--- src/hw/serial_port_pkg.sv ---
// Purpose: shared constants and types for the serial port control/status block
// Assumes: 250 MHz ref_clk, processor special function register access
// Notes: bit positions are indices into the 8-bit registers
package serial_port_pkg;

  // ----------------------------------------
  // register addresses
  // ----------------------------------------
  localparam logic [7:0] CFG_ADDR = 8'hA1;
  localparam logic [7:0] DATA_ADDR = 8'hA3;
  localparam logic [7:0] CTRL_ADDR = 8'hF8;

  // ----------------------------------------
  // control register fields
  // ----------------------------------------
  localparam int DONE_BIT = 7;
  localparam int WRITE_COLLISION_FLAG_BIT = 6;
  localparam int MODE_FAULT_FLAG_BIT = 5;
  localparam int OVR_BIT = 4;
  localparam int MODE_HI = 3;
  localparam int MODE_LO = 2;
  localparam int TXE_BIT = 1;
  localparam int EN_BIT = 0;
  localparam logic [7:0] CTRL_RESET = 8'h06;

  // ----------------------------------------
  // configuration register fields
  // ----------------------------------------
  localparam int MASTER_ENABLE_BIT = 6;
  localparam logic MASTER_ENABLE_RESET = 1'h0;

  // ----------------------------------------
  // select line modes and engine states
  // ----------------------------------------
  typedef enum logic [1:0] {
    SEL_3WIRE = 2'b00,
    SEL_4WIRE_IN = 2'b01,
    SEL_DRIVE_LO = 2'b10,
    SEL_DRIVE_HI = 2'b11
  } sel_mode_t;

  typedef enum logic [1:0] {
    ST_IDLE = 2'b00,
    ST_MASTER = 2'b01,
    ST_SLAVE = 2'b10
  } eng_state_t;

  localparam sel_mode_t MODE_RESET = sel_mode_t'(CTRL_RESET[MODE_HI:MODE_LO]);
  localparam logic TXE_RESET = CTRL_RESET[TXE_BIT];

  // ----------------------------------------
  // data path and timing
  // ----------------------------------------
  localparam int DATA_W = 8;
  localparam int FIFO_DEPTH = 8;
  localparam logic [3:0] BYTE_BITS = 4'h8;
  localparam int CLK_PERIOD_NS = 4;
  localparam int SCK_HALF_NS = 20;
  localparam int SCK_HALF_CYCLES = (SCK_HALF_NS + CLK_PERIOD_NS - 1) / CLK_PERIOD_NS;
  localparam logic [2:0] SCK_HALF_LOAD = 3'(SCK_HALF_CYCLES - 1);
  // synchroniser idle levels, order {nss, miso, mosi, sck}
  localparam logic [3:0] SYNC_RESET = 4'h8;

endpackage

--- src/hw/rx_fifo.sv ---
// Purpose: receive byte buffer between shift engine and register reads
// Assumes: DEPTH is a power of two
// Notes: no reset on storage, only on pointers
`timescale 1ns/1ps
`default_nettype none
module rx_fifo #(
  parameter int WIDTH = 8,
  parameter int DEPTH = 8
) (
  // clock and reset
  input wire logic ref_clk,
  input wire logic rst_b,
  // fill side
  input wire logic in_valid,
  output logic in_ready,
  input wire logic [WIDTH-1:0] in_data,
  // drain side
  output logic out_valid,
  input wire logic out_ready,
  output logic [WIDTH-1:0] out_data
);

  localparam int AW = $clog2(DEPTH);

  logic [WIDTH-1:0] mem_q [DEPTH];
  logic [AW:0] wr_q;
  logic [AW:0] rd_q;
  logic push;
  logic pop;

  // full when pointers differ only in the wrap bit
  assign in_ready = !((wr_q[AW] != rd_q[AW]) && (wr_q[AW-1:0] == rd_q[AW-1:0]));
  assign out_valid = (wr_q != rd_q);
  assign out_data = mem_q[rd_q[AW-1:0]];
  assign push = in_valid && in_ready;
  assign pop = out_valid && out_ready;

  // pointer update
  always_ff @(posedge ref_clk or negedge rst_b) begin
    if (!rst_b) begin
      wr_q <= '0;
      rd_q <= '0;
    end else begin
      if (push) begin
        wr_q <= wr_q + (AW+1)'(1);
      end
      if (pop) begin
        rd_q <= rd_q + (AW+1)'(1);
      end
    end
  end

  // storage write
  always_ff @(posedge ref_clk) begin
    if (push) begin
      mem_q[wr_q[AW-1:0]] <= in_data;
    end
  end

endmodule
`default_nettype wire

--- src/hw/serial_port_ctrl.sv ---
// Purpose: control/status, data buffering and byte engine of the serial port
// Assumes: link pins are asynchronous and pass two flip-flops
// Notes: clock mode 0 only, msb first, fixed sck rate in master operation
`timescale 1ns/1ps
`default_nettype none
module serial_port_ctrl (
  // clock and reset
  input wire logic ref_clk,
  input wire logic rst_b,
  // special function register access
  input wire logic [7:0] sfr_addr,
  input wire logic sfr_wr,
  input wire logic [serial_port_pkg::DATA_W-1:0] sfr_wdata,
  input wire logic sfr_rd,
  input wire logic sfr_bit_wr,
  input wire logic [2:0] sfr_bit_idx,
  input wire logic sfr_bit_val,
  output logic [serial_port_pkg::DATA_W-1:0] sfr_rdata,
  // interrupt
  input wire logic int_enable,
  output logic irq,
  // link pins
  input wire logic sck_in,
  output logic sck_out,
  output logic sck_oe_b,
  input wire logic mosi_in,
  output logic mosi_out,
  output logic mosi_oe_b,
  input wire logic miso_in,
  output logic miso_out,
  output logic miso_oe_b,
  input wire logic nss_in,
  output logic nss_out,
  output logic nss_oe_b
);
  import serial_port_pkg::*;

  // ----------------------------------------
  // declarations
  // ----------------------------------------
  logic [3:0] meta_q;
  logic [3:0] sync_q;
  logic [3:0] prev_q;
  logic done_q, write_collision_flag_q, mode_fault_flag_q, ovr_q, txe_q, en_q, master_enable_q;
  sel_mode_t mode_q;
  logic [7:0] tx_buf_q, sh_q, rdata_q;
  logic [3:0] bit_cnt_q;
  logic [2:0] half_q;
  logic sck_q, samp_q, irq_q;
  logic sck_oe_q, mosi_oe_q, miso_oe_q, nss_oe_q, nss_out_q;
  eng_state_t state_q;
  logic sck_s, mosi_s, miso_s, nss_s, sck_rise, sck_fall;
  logic ctrl_wr, bit_op, dat_wr, dat_rd, wr_ok, collide;
  logic [7:0] ctrl_now, ctrl_sw, cfg_now;
  logic slave_sel, master_fault, start_m, start_s, slv_load, load;
  logic tick, m_done, s_done, byte_done, mode_lo;
  logic [7:0] rx_byte;
  logic [3:0] keep_mask;
  logic fifo_in_ready, fifo_out_valid;
  logic [7:0] fifo_out_data;

  // ----------------------------------------
  // pin synchronisers
  // ----------------------------------------
  // order {nss, miso, mosi, sck}; sync_q and prev_q are looked at, meta_q is not
  always_ff @(posedge ref_clk or negedge rst_b) begin
    if (!rst_b) begin
      meta_q <= SYNC_RESET;
      sync_q <= SYNC_RESET;
      prev_q <= SYNC_RESET;
    end else begin
      meta_q <= {nss_in, miso_in, mosi_in, sck_in};
      sync_q <= meta_q;
      prev_q <= sync_q;
    end
  end

  assign sck_s = sync_q[0];
  assign mosi_s = sync_q[1];
  assign miso_s = sync_q[2];
  assign nss_s = sync_q[3];
  assign sck_rise = sck_s && !prev_q[0];
  assign sck_fall = !sck_s && prev_q[0];

  // ----------------------------------------
  // register decode
  // ----------------------------------------
  assign ctrl_wr = sfr_wr && (sfr_addr == CTRL_ADDR);
  assign bit_op = sfr_bit_wr && (sfr_addr == CTRL_ADDR);
  assign dat_wr = sfr_wr && (sfr_addr == DATA_ADDR);
  assign dat_rd = sfr_rd && (sfr_addr == DATA_ADDR);
  assign wr_ok = dat_wr && txe_q;
  assign collide = dat_wr && !txe_q;
  assign ctrl_now = {done_q, write_collision_flag_q, mode_fault_flag_q, ovr_q, mode_q, txe_q, en_q};
  assign cfg_now = {(state_q == ST_MASTER) || (bit_cnt_q != 4'h0), master_enable_q, 2'h0,
                    slave_sel && !master_enable_q, nss_s, master_enable_q || ((bit_cnt_q == 4'h0) && txe_q),
                    !fifo_out_valid};
  assign mode_lo = mode_q[0];

  // software view of the control register after a byte or single bit write
  always_comb begin
    ctrl_sw = ctrl_now;
    if (ctrl_wr) begin
      ctrl_sw = sfr_wdata;
    end else if (bit_op) begin
      ctrl_sw[sfr_bit_idx] = sfr_bit_val;
    end
  end

  assign keep_mask = ctrl_now[7:4] & ctrl_sw[7:4];

  // ----------------------------------------
  // engine conditions
  // ----------------------------------------
  // select line only counts as input in mode 01
  assign slave_sel = !((mode_q == SEL_4WIRE_IN) && nss_s);
  assign master_fault = master_enable_q && (mode_q == SEL_4WIRE_IN) && !nss_s;
  // master waits for room in the receive buffer
  assign start_m = en_q && master_enable_q && (state_q == ST_IDLE) && !txe_q && fifo_in_ready &&
                   !master_fault;
  assign start_s = en_q && !master_enable_q && slave_sel && (state_q == ST_IDLE);
  assign slv_load = (state_q == ST_SLAVE) && (bit_cnt_q == 4'h0) && !txe_q && !sck_rise &&
                    en_q && !master_enable_q && slave_sel;
  assign load = start_m || (start_s && !txe_q) || slv_load;
  assign tick = (half_q == 3'h0);
  assign m_done = (state_q == ST_MASTER) && tick && sck_q && (bit_cnt_q == BYTE_BITS);
  assign s_done = (state_q == ST_SLAVE) && sck_rise && (bit_cnt_q == (BYTE_BITS - 4'h1));
  assign byte_done = m_done || s_done;
  assign rx_byte = m_done ? {sh_q[6:0], samp_q} : {sh_q[6:0], mosi_s};

  // ----------------------------------------
  // control register
  // ----------------------------------------
  // flags keep software value, hardware only ever sets
  always_ff @(posedge ref_clk or negedge rst_b) begin
    if (!rst_b) begin
      done_q <= CTRL_RESET[DONE_BIT];
      write_collision_flag_q <= CTRL_RESET[WRITE_COLLISION_FLAG_BIT];
      mode_fault_flag_q <= CTRL_RESET[MODE_FAULT_FLAG_BIT];
      ovr_q <= CTRL_RESET[OVR_BIT];
      mode_q <= MODE_RESET;
      en_q <= CTRL_RESET[EN_BIT];
    end else begin
      done_q <= ctrl_sw[DONE_BIT] || byte_done;
      write_collision_flag_q <= ctrl_sw[WRITE_COLLISION_FLAG_BIT] || collide;
      mode_fault_flag_q <= ctrl_sw[MODE_FAULT_FLAG_BIT] || master_fault;
      ovr_q <= ctrl_sw[OVR_BIT] || (s_done && !fifo_in_ready);
      mode_q <= sel_mode_t'(ctrl_sw[MODE_HI:MODE_LO]);
      en_q <= ctrl_sw[EN_BIT];
    end
  end

  // configuration register, master enable only
  always_ff @(posedge ref_clk or negedge rst_b) begin
    if (!rst_b) begin
      master_enable_q <= MASTER_ENABLE_RESET;
    end else if (sfr_wr && (sfr_addr == CFG_ADDR)) begin
      master_enable_q <= sfr_wdata[MASTER_ENABLE_BIT];
    end
  end

  // ----------------------------------------
  // transmit buffer
  // ----------------------------------------
  // load and accepted write are exclusive: one needs empty, one full
  always_ff @(posedge ref_clk or negedge rst_b) begin
    if (!rst_b) begin
      txe_q <= TXE_RESET;
      tx_buf_q <= 8'h00;
    end else if (load) begin
      txe_q <= 1'b1;
    end else if (wr_ok) begin
      txe_q <= 1'b0;
      tx_buf_q <= sfr_wdata;
    end
  end

  // ----------------------------------------
  // byte engine
  // ----------------------------------------
  // master: rise samples miso, fall shifts; slave follows synced sck
  always_ff @(posedge ref_clk or negedge rst_b) begin
    if (!rst_b) begin
      state_q <= ST_IDLE;
      bit_cnt_q <= 4'h0;
      half_q <= SCK_HALF_LOAD;
      sck_q <= 1'b0;
      samp_q <= 1'b0;
      sh_q <= 8'h00;
    end else begin
      case (state_q)
        ST_IDLE: begin
          bit_cnt_q <= 4'h0;
          half_q <= SCK_HALF_LOAD;
          sck_q <= 1'b0;
          if (start_m) begin
            state_q <= ST_MASTER;
            sh_q <= tx_buf_q;
          end else if (start_s) begin
            state_q <= ST_SLAVE;
            sh_q <= txe_q ? 8'h00 : tx_buf_q;
          end
        end
        ST_MASTER: begin
          if (!en_q || !master_enable_q || master_fault) begin
            state_q <= ST_IDLE;
            sck_q <= 1'b0;
          end else if (!tick) begin
            half_q <= half_q - 3'h1;
          end else begin
            half_q <= SCK_HALF_LOAD;
            sck_q <= !sck_q;
            if (!sck_q) begin
              samp_q <= miso_s;
              bit_cnt_q <= bit_cnt_q + 4'h1;
            end else if (m_done) begin
              state_q <= ST_IDLE;
            end else begin
              sh_q <= {sh_q[6:0], samp_q};
            end
          end
        end
        ST_SLAVE: begin
          if (!en_q || master_enable_q || !slave_sel) begin
            state_q <= ST_IDLE;
          end else if (slv_load) begin
            sh_q <= tx_buf_q;
          end else if (s_done) begin
            state_q <= ST_IDLE;
          end else if (sck_rise) begin
            samp_q <= mosi_s;
            bit_cnt_q <= bit_cnt_q + 4'h1;
          end else if (sck_fall && (bit_cnt_q != 4'h0)) begin
            sh_q <= {sh_q[6:0], samp_q};
          end
        end
        default: begin
          state_q <= ST_IDLE;
        end
      endcase
    end
  end

  // ----------------------------------------
  // receive buffer
  // ----------------------------------------
  rx_fifo #(
    .WIDTH(DATA_W),
    .DEPTH(FIFO_DEPTH)
  ) u_rx_fifo (
    .ref_clk(ref_clk),
    .rst_b(rst_b),
    .in_valid(byte_done),
    .in_ready(fifo_in_ready),
    .in_data(rx_byte),
    .out_valid(fifo_out_valid),
    .out_ready(dat_rd),
    .out_data(fifo_out_data)
  );

  // ----------------------------------------
  // registered outputs
  // ----------------------------------------
  // read data, interrupt and pin enables
  always_ff @(posedge ref_clk or negedge rst_b) begin
    if (!rst_b) begin
      rdata_q <= 8'h00;
      irq_q <= 1'b0;
      sck_oe_q <= 1'b1;
      mosi_oe_q <= 1'b1;
      miso_oe_q <= 1'b1;
      nss_oe_q <= 1'b1;
      nss_out_q <= 1'b1;
    end else begin
      if (sfr_rd) begin
        case (sfr_addr)
          CTRL_ADDR: rdata_q <= ctrl_now;
          CFG_ADDR: rdata_q <= cfg_now;
          DATA_ADDR: rdata_q <= fifo_out_valid ? fifo_out_data : 8'h00;
          default: rdata_q <= 8'h00;
        endcase
      end
      irq_q <= int_enable && (|ctrl_now[7:4]);
      sck_oe_q <= !(en_q && master_enable_q);
      mosi_oe_q <= !(en_q && master_enable_q);
      miso_oe_q <= !(en_q && !master_enable_q && slave_sel);
      nss_oe_q <= !mode_q[1];
      nss_out_q <= mode_lo;
    end
  end

  assign sfr_rdata = rdata_q;
  assign irq = irq_q;
  assign sck_out = sck_q;
  assign sck_oe_b = sck_oe_q;
  assign mosi_out = sh_q[7];
  assign mosi_oe_b = mosi_oe_q;
  assign miso_out = sh_q[7];
  assign miso_oe_b = miso_oe_q;
  assign nss_out = nss_out_q;
  assign nss_oe_b = nss_oe_q;
endmodule
`default_nettype wire

--- config.mk ---
export PLATFORM = sky130hd
export DESIGN_NAME = serial_port_ctrl
export DESIGN_NICKNAME = d
export VERILOG_FILES = /design/src/hw/serial_port_pkg.sv /design/src/hw/rx_fifo.sv /design/src/hw/serial_port_ctrl.sv
export SDC_FILE = /design/constraint.sdc
export NUM_CORES = 1
export LEC_CHECK = 0
export CORE_UTILIZATION = 47
export CTS_BUF_LIST = sky130_fd_sc_hd__clkbuf_2 sky130_fd_sc_hd__clkbuf_4 sky130_fd_sc_hd__clkbuf_8
export DETAILED_ROUTE_END_ITERATION = 8
export DONT_BUFFER_PORTS = 1
export HOLD_SLACK_MARGIN = 0.02
export PLACE_DENSITY_LB_ADDON = 0.05
export SLEW_MARGIN = 30
export SYNTH_ARGS = -nofsm -noshare
export SYNTH_HDL_FRONTEND = slang
export SYNTH_SLANG_ARGS = --single-unit
--- constraint.sdc ---
create_clock -name ref_clk -period 3.55 [get_ports ref_clk]
set_clock_uncertainty 0.1 [all_clocks]
set_input_delay 0.1775 -clock ref_clk [delete_from_list [all_inputs] [get_ports ref_clk]]
set_output_delay 0.1775 -clock ref_clk [all_outputs]
set_load 0.01 [all_outputs]
* Word level (Yosys, flattened, before mapping)
Memory sizes are Yosys's and may differ from the RTL's.
Index checks and enable logic that the tools add are counted.
** Word-level totals
- Memory bits (writable) :: 64
- Output and inout port bits :: 17
- Bits in registers :: 66
- Bits in latches :: 0
- ROM bits :: 0
- Memories kept :: 1
- Input bits :: 30
** Memories
- u_rx_fifo.mem_q :: words 8, bits a word 8, rd ports 1, clocked after Yosys merged registers in 0, write ports 1, RTL line rx_fifo.sv:25 : logic [WIDTH-1:0] mem_q [DEPTH];
** Cells by class
- Add/subtract/negate cells :: 4
- Muxes and demuxes :: 57
- $lt $le $gt $ge :: 2
- Shift operators :: 0
- Bitwise operators :: 1
- Reductions and logical operators :: 86
- Multipliers :: 0
- Div/mod/pow operators :: 0
- Eq/ne operators :: 29
** Operators by type and width (number)
- 2-to-1 mux 8 bit :: 15
- one-hot mux 8 bit (3 select lines) :: 2
- logical AND 1 bit :: 41
- 2-to-1 mux 4 bit :: 7
- equality test 8 bit (second input constant) :: 3
- 2-to-1 mux 2 bit :: 9
- != test 2 bit (second input constant) :: 9
- != test 3 x 2 -> 1 bit (second input constant) :: 6
- AND reduction 8 bit :: 2
- zero test 1 bit :: 15
- 2-to-1 mux 1 bit :: 15
- logical OR 1 bit :: 13
- adder 4 x 1 -> 4 bit (second input constant) :: 3
- one-hot mux 4 bit (3 select lines) :: 1
- AND reduction 10 bit :: 1
- != test 3 bit (second input constant) :: 3
- bitwise mux 8 bit :: 1
- nonzero test 2 bit :: 4
- 2-to-1 mux 3 bit :: 2
- one-hot mux 2 bit (3 select lines) :: 1
- one-hot mux 3 bit (2 select lines) :: 1
- AND reduction 2 bit :: 3
- AND reduction 6 bit :: 1
- equality test 2 x 1 -> 1 bit (second input constant) :: 2
- other kinds (18) :: 19

* Depth between registers and ports, before layout
- Word-level depth :: 10
- Mapped depth :: 7
- Gate-level depth less buffers :: 7

* By module
From an unflattened synthesis, not the netlist that was laid out.
** Second synthesis, totals
- Cells, all modules :: 437
- Area, all modules :: 6049.6 µm²
** By module, submodules not included
- serial_port_ctrl :: times used 1, cells each 284, seq. area each 1462.7 µm², area an instance 3029.2 µm²
- rx_fifo :: times used 1, cells each 153, seq. area each 2122.0 µm², area an instance 3020.4 µm²

* Least setup slack after synthesis
Ideal clock, no wire load.
- Kind :: register to register
- Start point :: reg state_q[1]
- End point :: mem u_rx_fifo.mem_q[0][0], enable pin
- Setup time :: 383 ps
- Slack :: 861 ps
- Stages on the path, launching flop included :: 8
- Arrival :: 2205 ps
- Cells stage by stage :: dfrtp_1 inv_1 ha_1 and4b_1 nand3_1 a21boi_1 nand2b_1 nor3_1
** On the way
- Cells in the longest elaborated chain, start to end :: 8
- Elaborated cells between the ends (all ways) :: 11
- Classes of those cells :: 2 x eq/ne; 2 x mux; 7 x reduce/logical
** RTL lines
- from (decl) :: RTL line serial_port_ctrl.sv:51 : eng_state_t state_q;
- from (signal assigned) :: RTL line serial_port_ctrl.sv:184 : state_q <= ST_IDLE;
- from (signal assigned) :: RTL line serial_port_ctrl.sv:197 : state_q <= ST_MASTER;
- from (signal assigned) :: RTL line serial_port_ctrl.sv:200 : state_q <= ST_SLAVE;
- equality test 2 x 1 -> 1 bit :: RTL line serial_port_ctrl.sv:126 : assign m_done = (state_q == ST_MASTER) && tick && sck_q && (bit_cnt_q == BYTE_BITS);
- logical AND 1 bit (3 in a row) :: RTL line serial_port_ctrl.sv:126
- logical OR 1 bit * :: RTL line serial_port_ctrl.sv:128 : assign byte_done = m_done || s_done;
- logical AND 1 bit * :: RTL line rx_fifo.sv:35 : assign push = in_valid && in_ready;
- 2-to-1 mux 1 bit * :: RTL line rx_fifo.sv:55 : if (push) begin
- 2-to-1 mux 1 bit (implied by the code) * :: RTL line rx_fifo.sv:56 : mem_q[wr_q[AW-1:0]] <= in_data;
- to (decl) :: RTL line rx_fifo.sv:25
Mark *: on every way between the ends. The rest lies on a longest branch, timed or not.

* Final worst setup path
- Start point :: reg state_q[1]
- End point :: mem u_rx_fifo.mem_q[3][2], enable pin
The elaborated chain is that of the path after synthesis.

==> run metrics <==
synth unique cells=66; Initial Util=48.69%; Fillers=1053; DIE WIDTH=114.0 um; RSZ-0062 raised after global routing=false; Seq/Total Area, Yosys=60.79%; CTS H-tree depth=4; syn_nets=472; Slew Limit Fails=0; Routed Antenna Nets=0; Compound-Gate Fraction of Synth Area=9.506%; clock latency on the worst-skew pair=0.44 ns; IO Count=47; cell count after synthesis=434; CP required=3.52 ns; CTS Buffer Depth=2; fin crit period=3.007 ns; FMAX=0.3325 GHz; arrival time worst endpoint=2.98 ns; synthesized flop and latch total=130; Pre-antenna DRT Iters=8; setup TNS=0 ns; final count of hold timing violations=0; EDFF count, synth=64; clk root buf=clkbuf_8; Vert. Die Dim=114.0 um; worst setup path startpoint=state_q[1]; CP endpoint kind=flip-flop; CTS tree=built; DIE AREA=13000 sq um; post-cts sizing count=0; Synth Area in XOR/XNOR=1.782%; Setup Viol. Count Final=0; Hold Slack=0.05804 ns; I/O Buffers=0; Post-synth top flop=edfxtp_1; worst path cell trace=inv_1 > ha_1 > and4b_1 > nand3_1 > a21boi_1 > buf_4 > nand2_1 > nor2_1; total CTS buffers=17; cell family with most CP delay=simple AND/OR/NAND/NOR gates; Final HPWL DP=9.067 mm; Hold Path Class=primary input to flip-flop; asr flop ratio synth=50.77%; peak supply drop=344.4 uV; WL per Instance=19.99 um; Core Area=12110 sq um; Reg clk slew, reported paths=0.07 ns; First DRT Iteration DRCs=359; Yosys warning total=0; post-synthesis average cell area=13.59 sq um; post-CTS setup buffer count=0; placed cells=600; Reg2Reg Launch Point=state_q[1]; CP bufs+invs=2; CTS Hold Bufs=30; Non-Filler Instances=661; Post-Synth Simple-Gate Area=10.93%; mux cell area share after synthesis=12.14%; met1 Use GR=31.91%; Max-slew headroom=46.94%; most frequent cells in the layout=edfxtp_1 (64), dfrtp_1 (57), dlygate4sd3_1 (29); critical path type=flip-flop to flip-flop; Pwr Density=505.2 nW/um^2; fin crit share=84.72%; commonest non-fill, non-tap cell in the layout=edfxtp_1; vias in the first global route=3797; first-pass GRT wire length=21.01 mm; global routing's busiest layer=met2; slowest stage cell, crit path=nor2_1; Clock Sinks=130; largest net degree at the start of global routing=67; largest family of logic cells by synthesized area=multiplexers; adder-cell share of the synthesized area=1.697%; initial antenna violation count=0; routability cong.=0.8236; row count=40; startpoint class of the critical path=flip-flop; max-cap viol count=0; status=completed; Area Overhead vs Synth=15.76%; Remaining DRCs=0; met2 Use GR=33.54%; slew at the pin closest to its max-slew limit=0.7899 ns; Worst Min Path Start=sfr_bit_idx[2]; CP max FO=16; routed via count=3759; GR Util met3=4.995%; vias per inst=5.687; Total Routed Length=13.22 mm; Leak=2.676 nW; GRT overflow=0; fraction of layout instances using a drive strength above 1=16.02%; # diodes=0; nets@finish=519; critical path's largest stage delay=0.58 ns; area of the mapped netlist=5897 sq um; GRT Overall Usage=22.29%
[path summary, 6_finish.rpt]
check / end / depth (start not counted) / slack (ns)
setup / recovery: u_rx_fifo.mem_q[3][2] / 8 / 0.54
hold / removal: write_collision_flag_q / 3 / 0.06
setup reg to reg: u_rx_fifo.mem_q[3][2] / 8 / 0.54
hold reg to reg: sync_q[1] / 0 / 0.25
max in group asynchronous: half_q[2] / 2 / 2.86
min in group asynchronous: u_rx_fifo.rd_q[0] / 2 / 0.17
[sequential cells by signal (all words and copies together) (netlist names), 2 cells and up]
signal,count
u_rx_fifo.mem_q,64
sfr_rdata,8
sh_q,8
tx_buf_q,8
bit_cnt_q,4
meta_q,4
sync_q,4
u_rx_fifo.rd_q,4
u_rx_fifo.wr_q,4
half_q,3
mode_q,2
state_q,2
[report_power, final]
group,switching (mW),internal [mW]
Sequential,0.0881,1.66
Combinational,0.301,0.226
Clock,0.552,0.623
Total,0.941,2.51
[layout make-up]
type	count	area [sq um]	area share [%]
Clock buffer	19	249.0	3.647
Clock inverter	12	117.6	1.723
Inverter	27	101.3	1.485
Multi-Input combinational cell	259	2126	31.14
Sequential cell	130	3585	52.51
Tap cell	168	210.2	3.079
Timing Repair Buffer	46	437.9	6.415
[cells in the mapped netlist, drive strengths merged, types with 6 or more instances]
cell	instances	area (sq um)
ha	8	100.1
clkbuf	9	33.78
o32a	7	70.07
nand3b	6	45.04
nor2b	6	37.54
nor3	11	60.06
nand3	12	60.06
mux2	17	195.2
inv	27	101.4
xnor2	8	70.07
mux2i	16	160.2
buf	8	42.54
o21ai	15	75.07
nand2b	6	37.54
nand2	21	78.83
dfstp	9	236.5
nor2	22	82.58
dfrtp	57	1426
mux4	16	360.4
edfxtp	64	1922
a21oi	7	35.03
[per-stage QoR]
step	total power, mW	util, %	setup WS [ns]	instance area (sq um)
after floorplan	2.119	-	0.8612	5897
after global placement	2.238	50.71	0.6430	6142
after detailed placement	2.254	50.71	0.5374	6142
after CTS	3.482	56.36	0.5083	6827
after global routing	3.608	56.36	0.2643	6827
final	3.449	56.36	0.5425	6827
[worst reg2reg max path, delay by kind of cell (launching register included)]
kind | cells | cell delay, ns
DFF | 1 | 0.40
and+or+nand+nor | 4 | 1.17
buffers and inverters | 2 | 0.27
adders and majority gates | 1 | 0.49
AOI/OAI and AO/OA | 1 | 0.22
[layer usage]
layer  routed length [um]  up-vias
li1                     -     1750
met5                    0        -
met1                 6320     1897
met2                 6077       89
met4                  235        0
met3                  583       23
[cells by family after synthesis]
kind of cell             Yosys count
AO/OA/AOI/OAI                     76
flip-flops                       130
XOR/XNOR                          12
multiplexers                      49
adder cells (fa/ha/maj)            8
buffers and inverters             45
AND/OR/NAND/NOR                  114
Note: power is estimated with default switching activity, not from simulation.
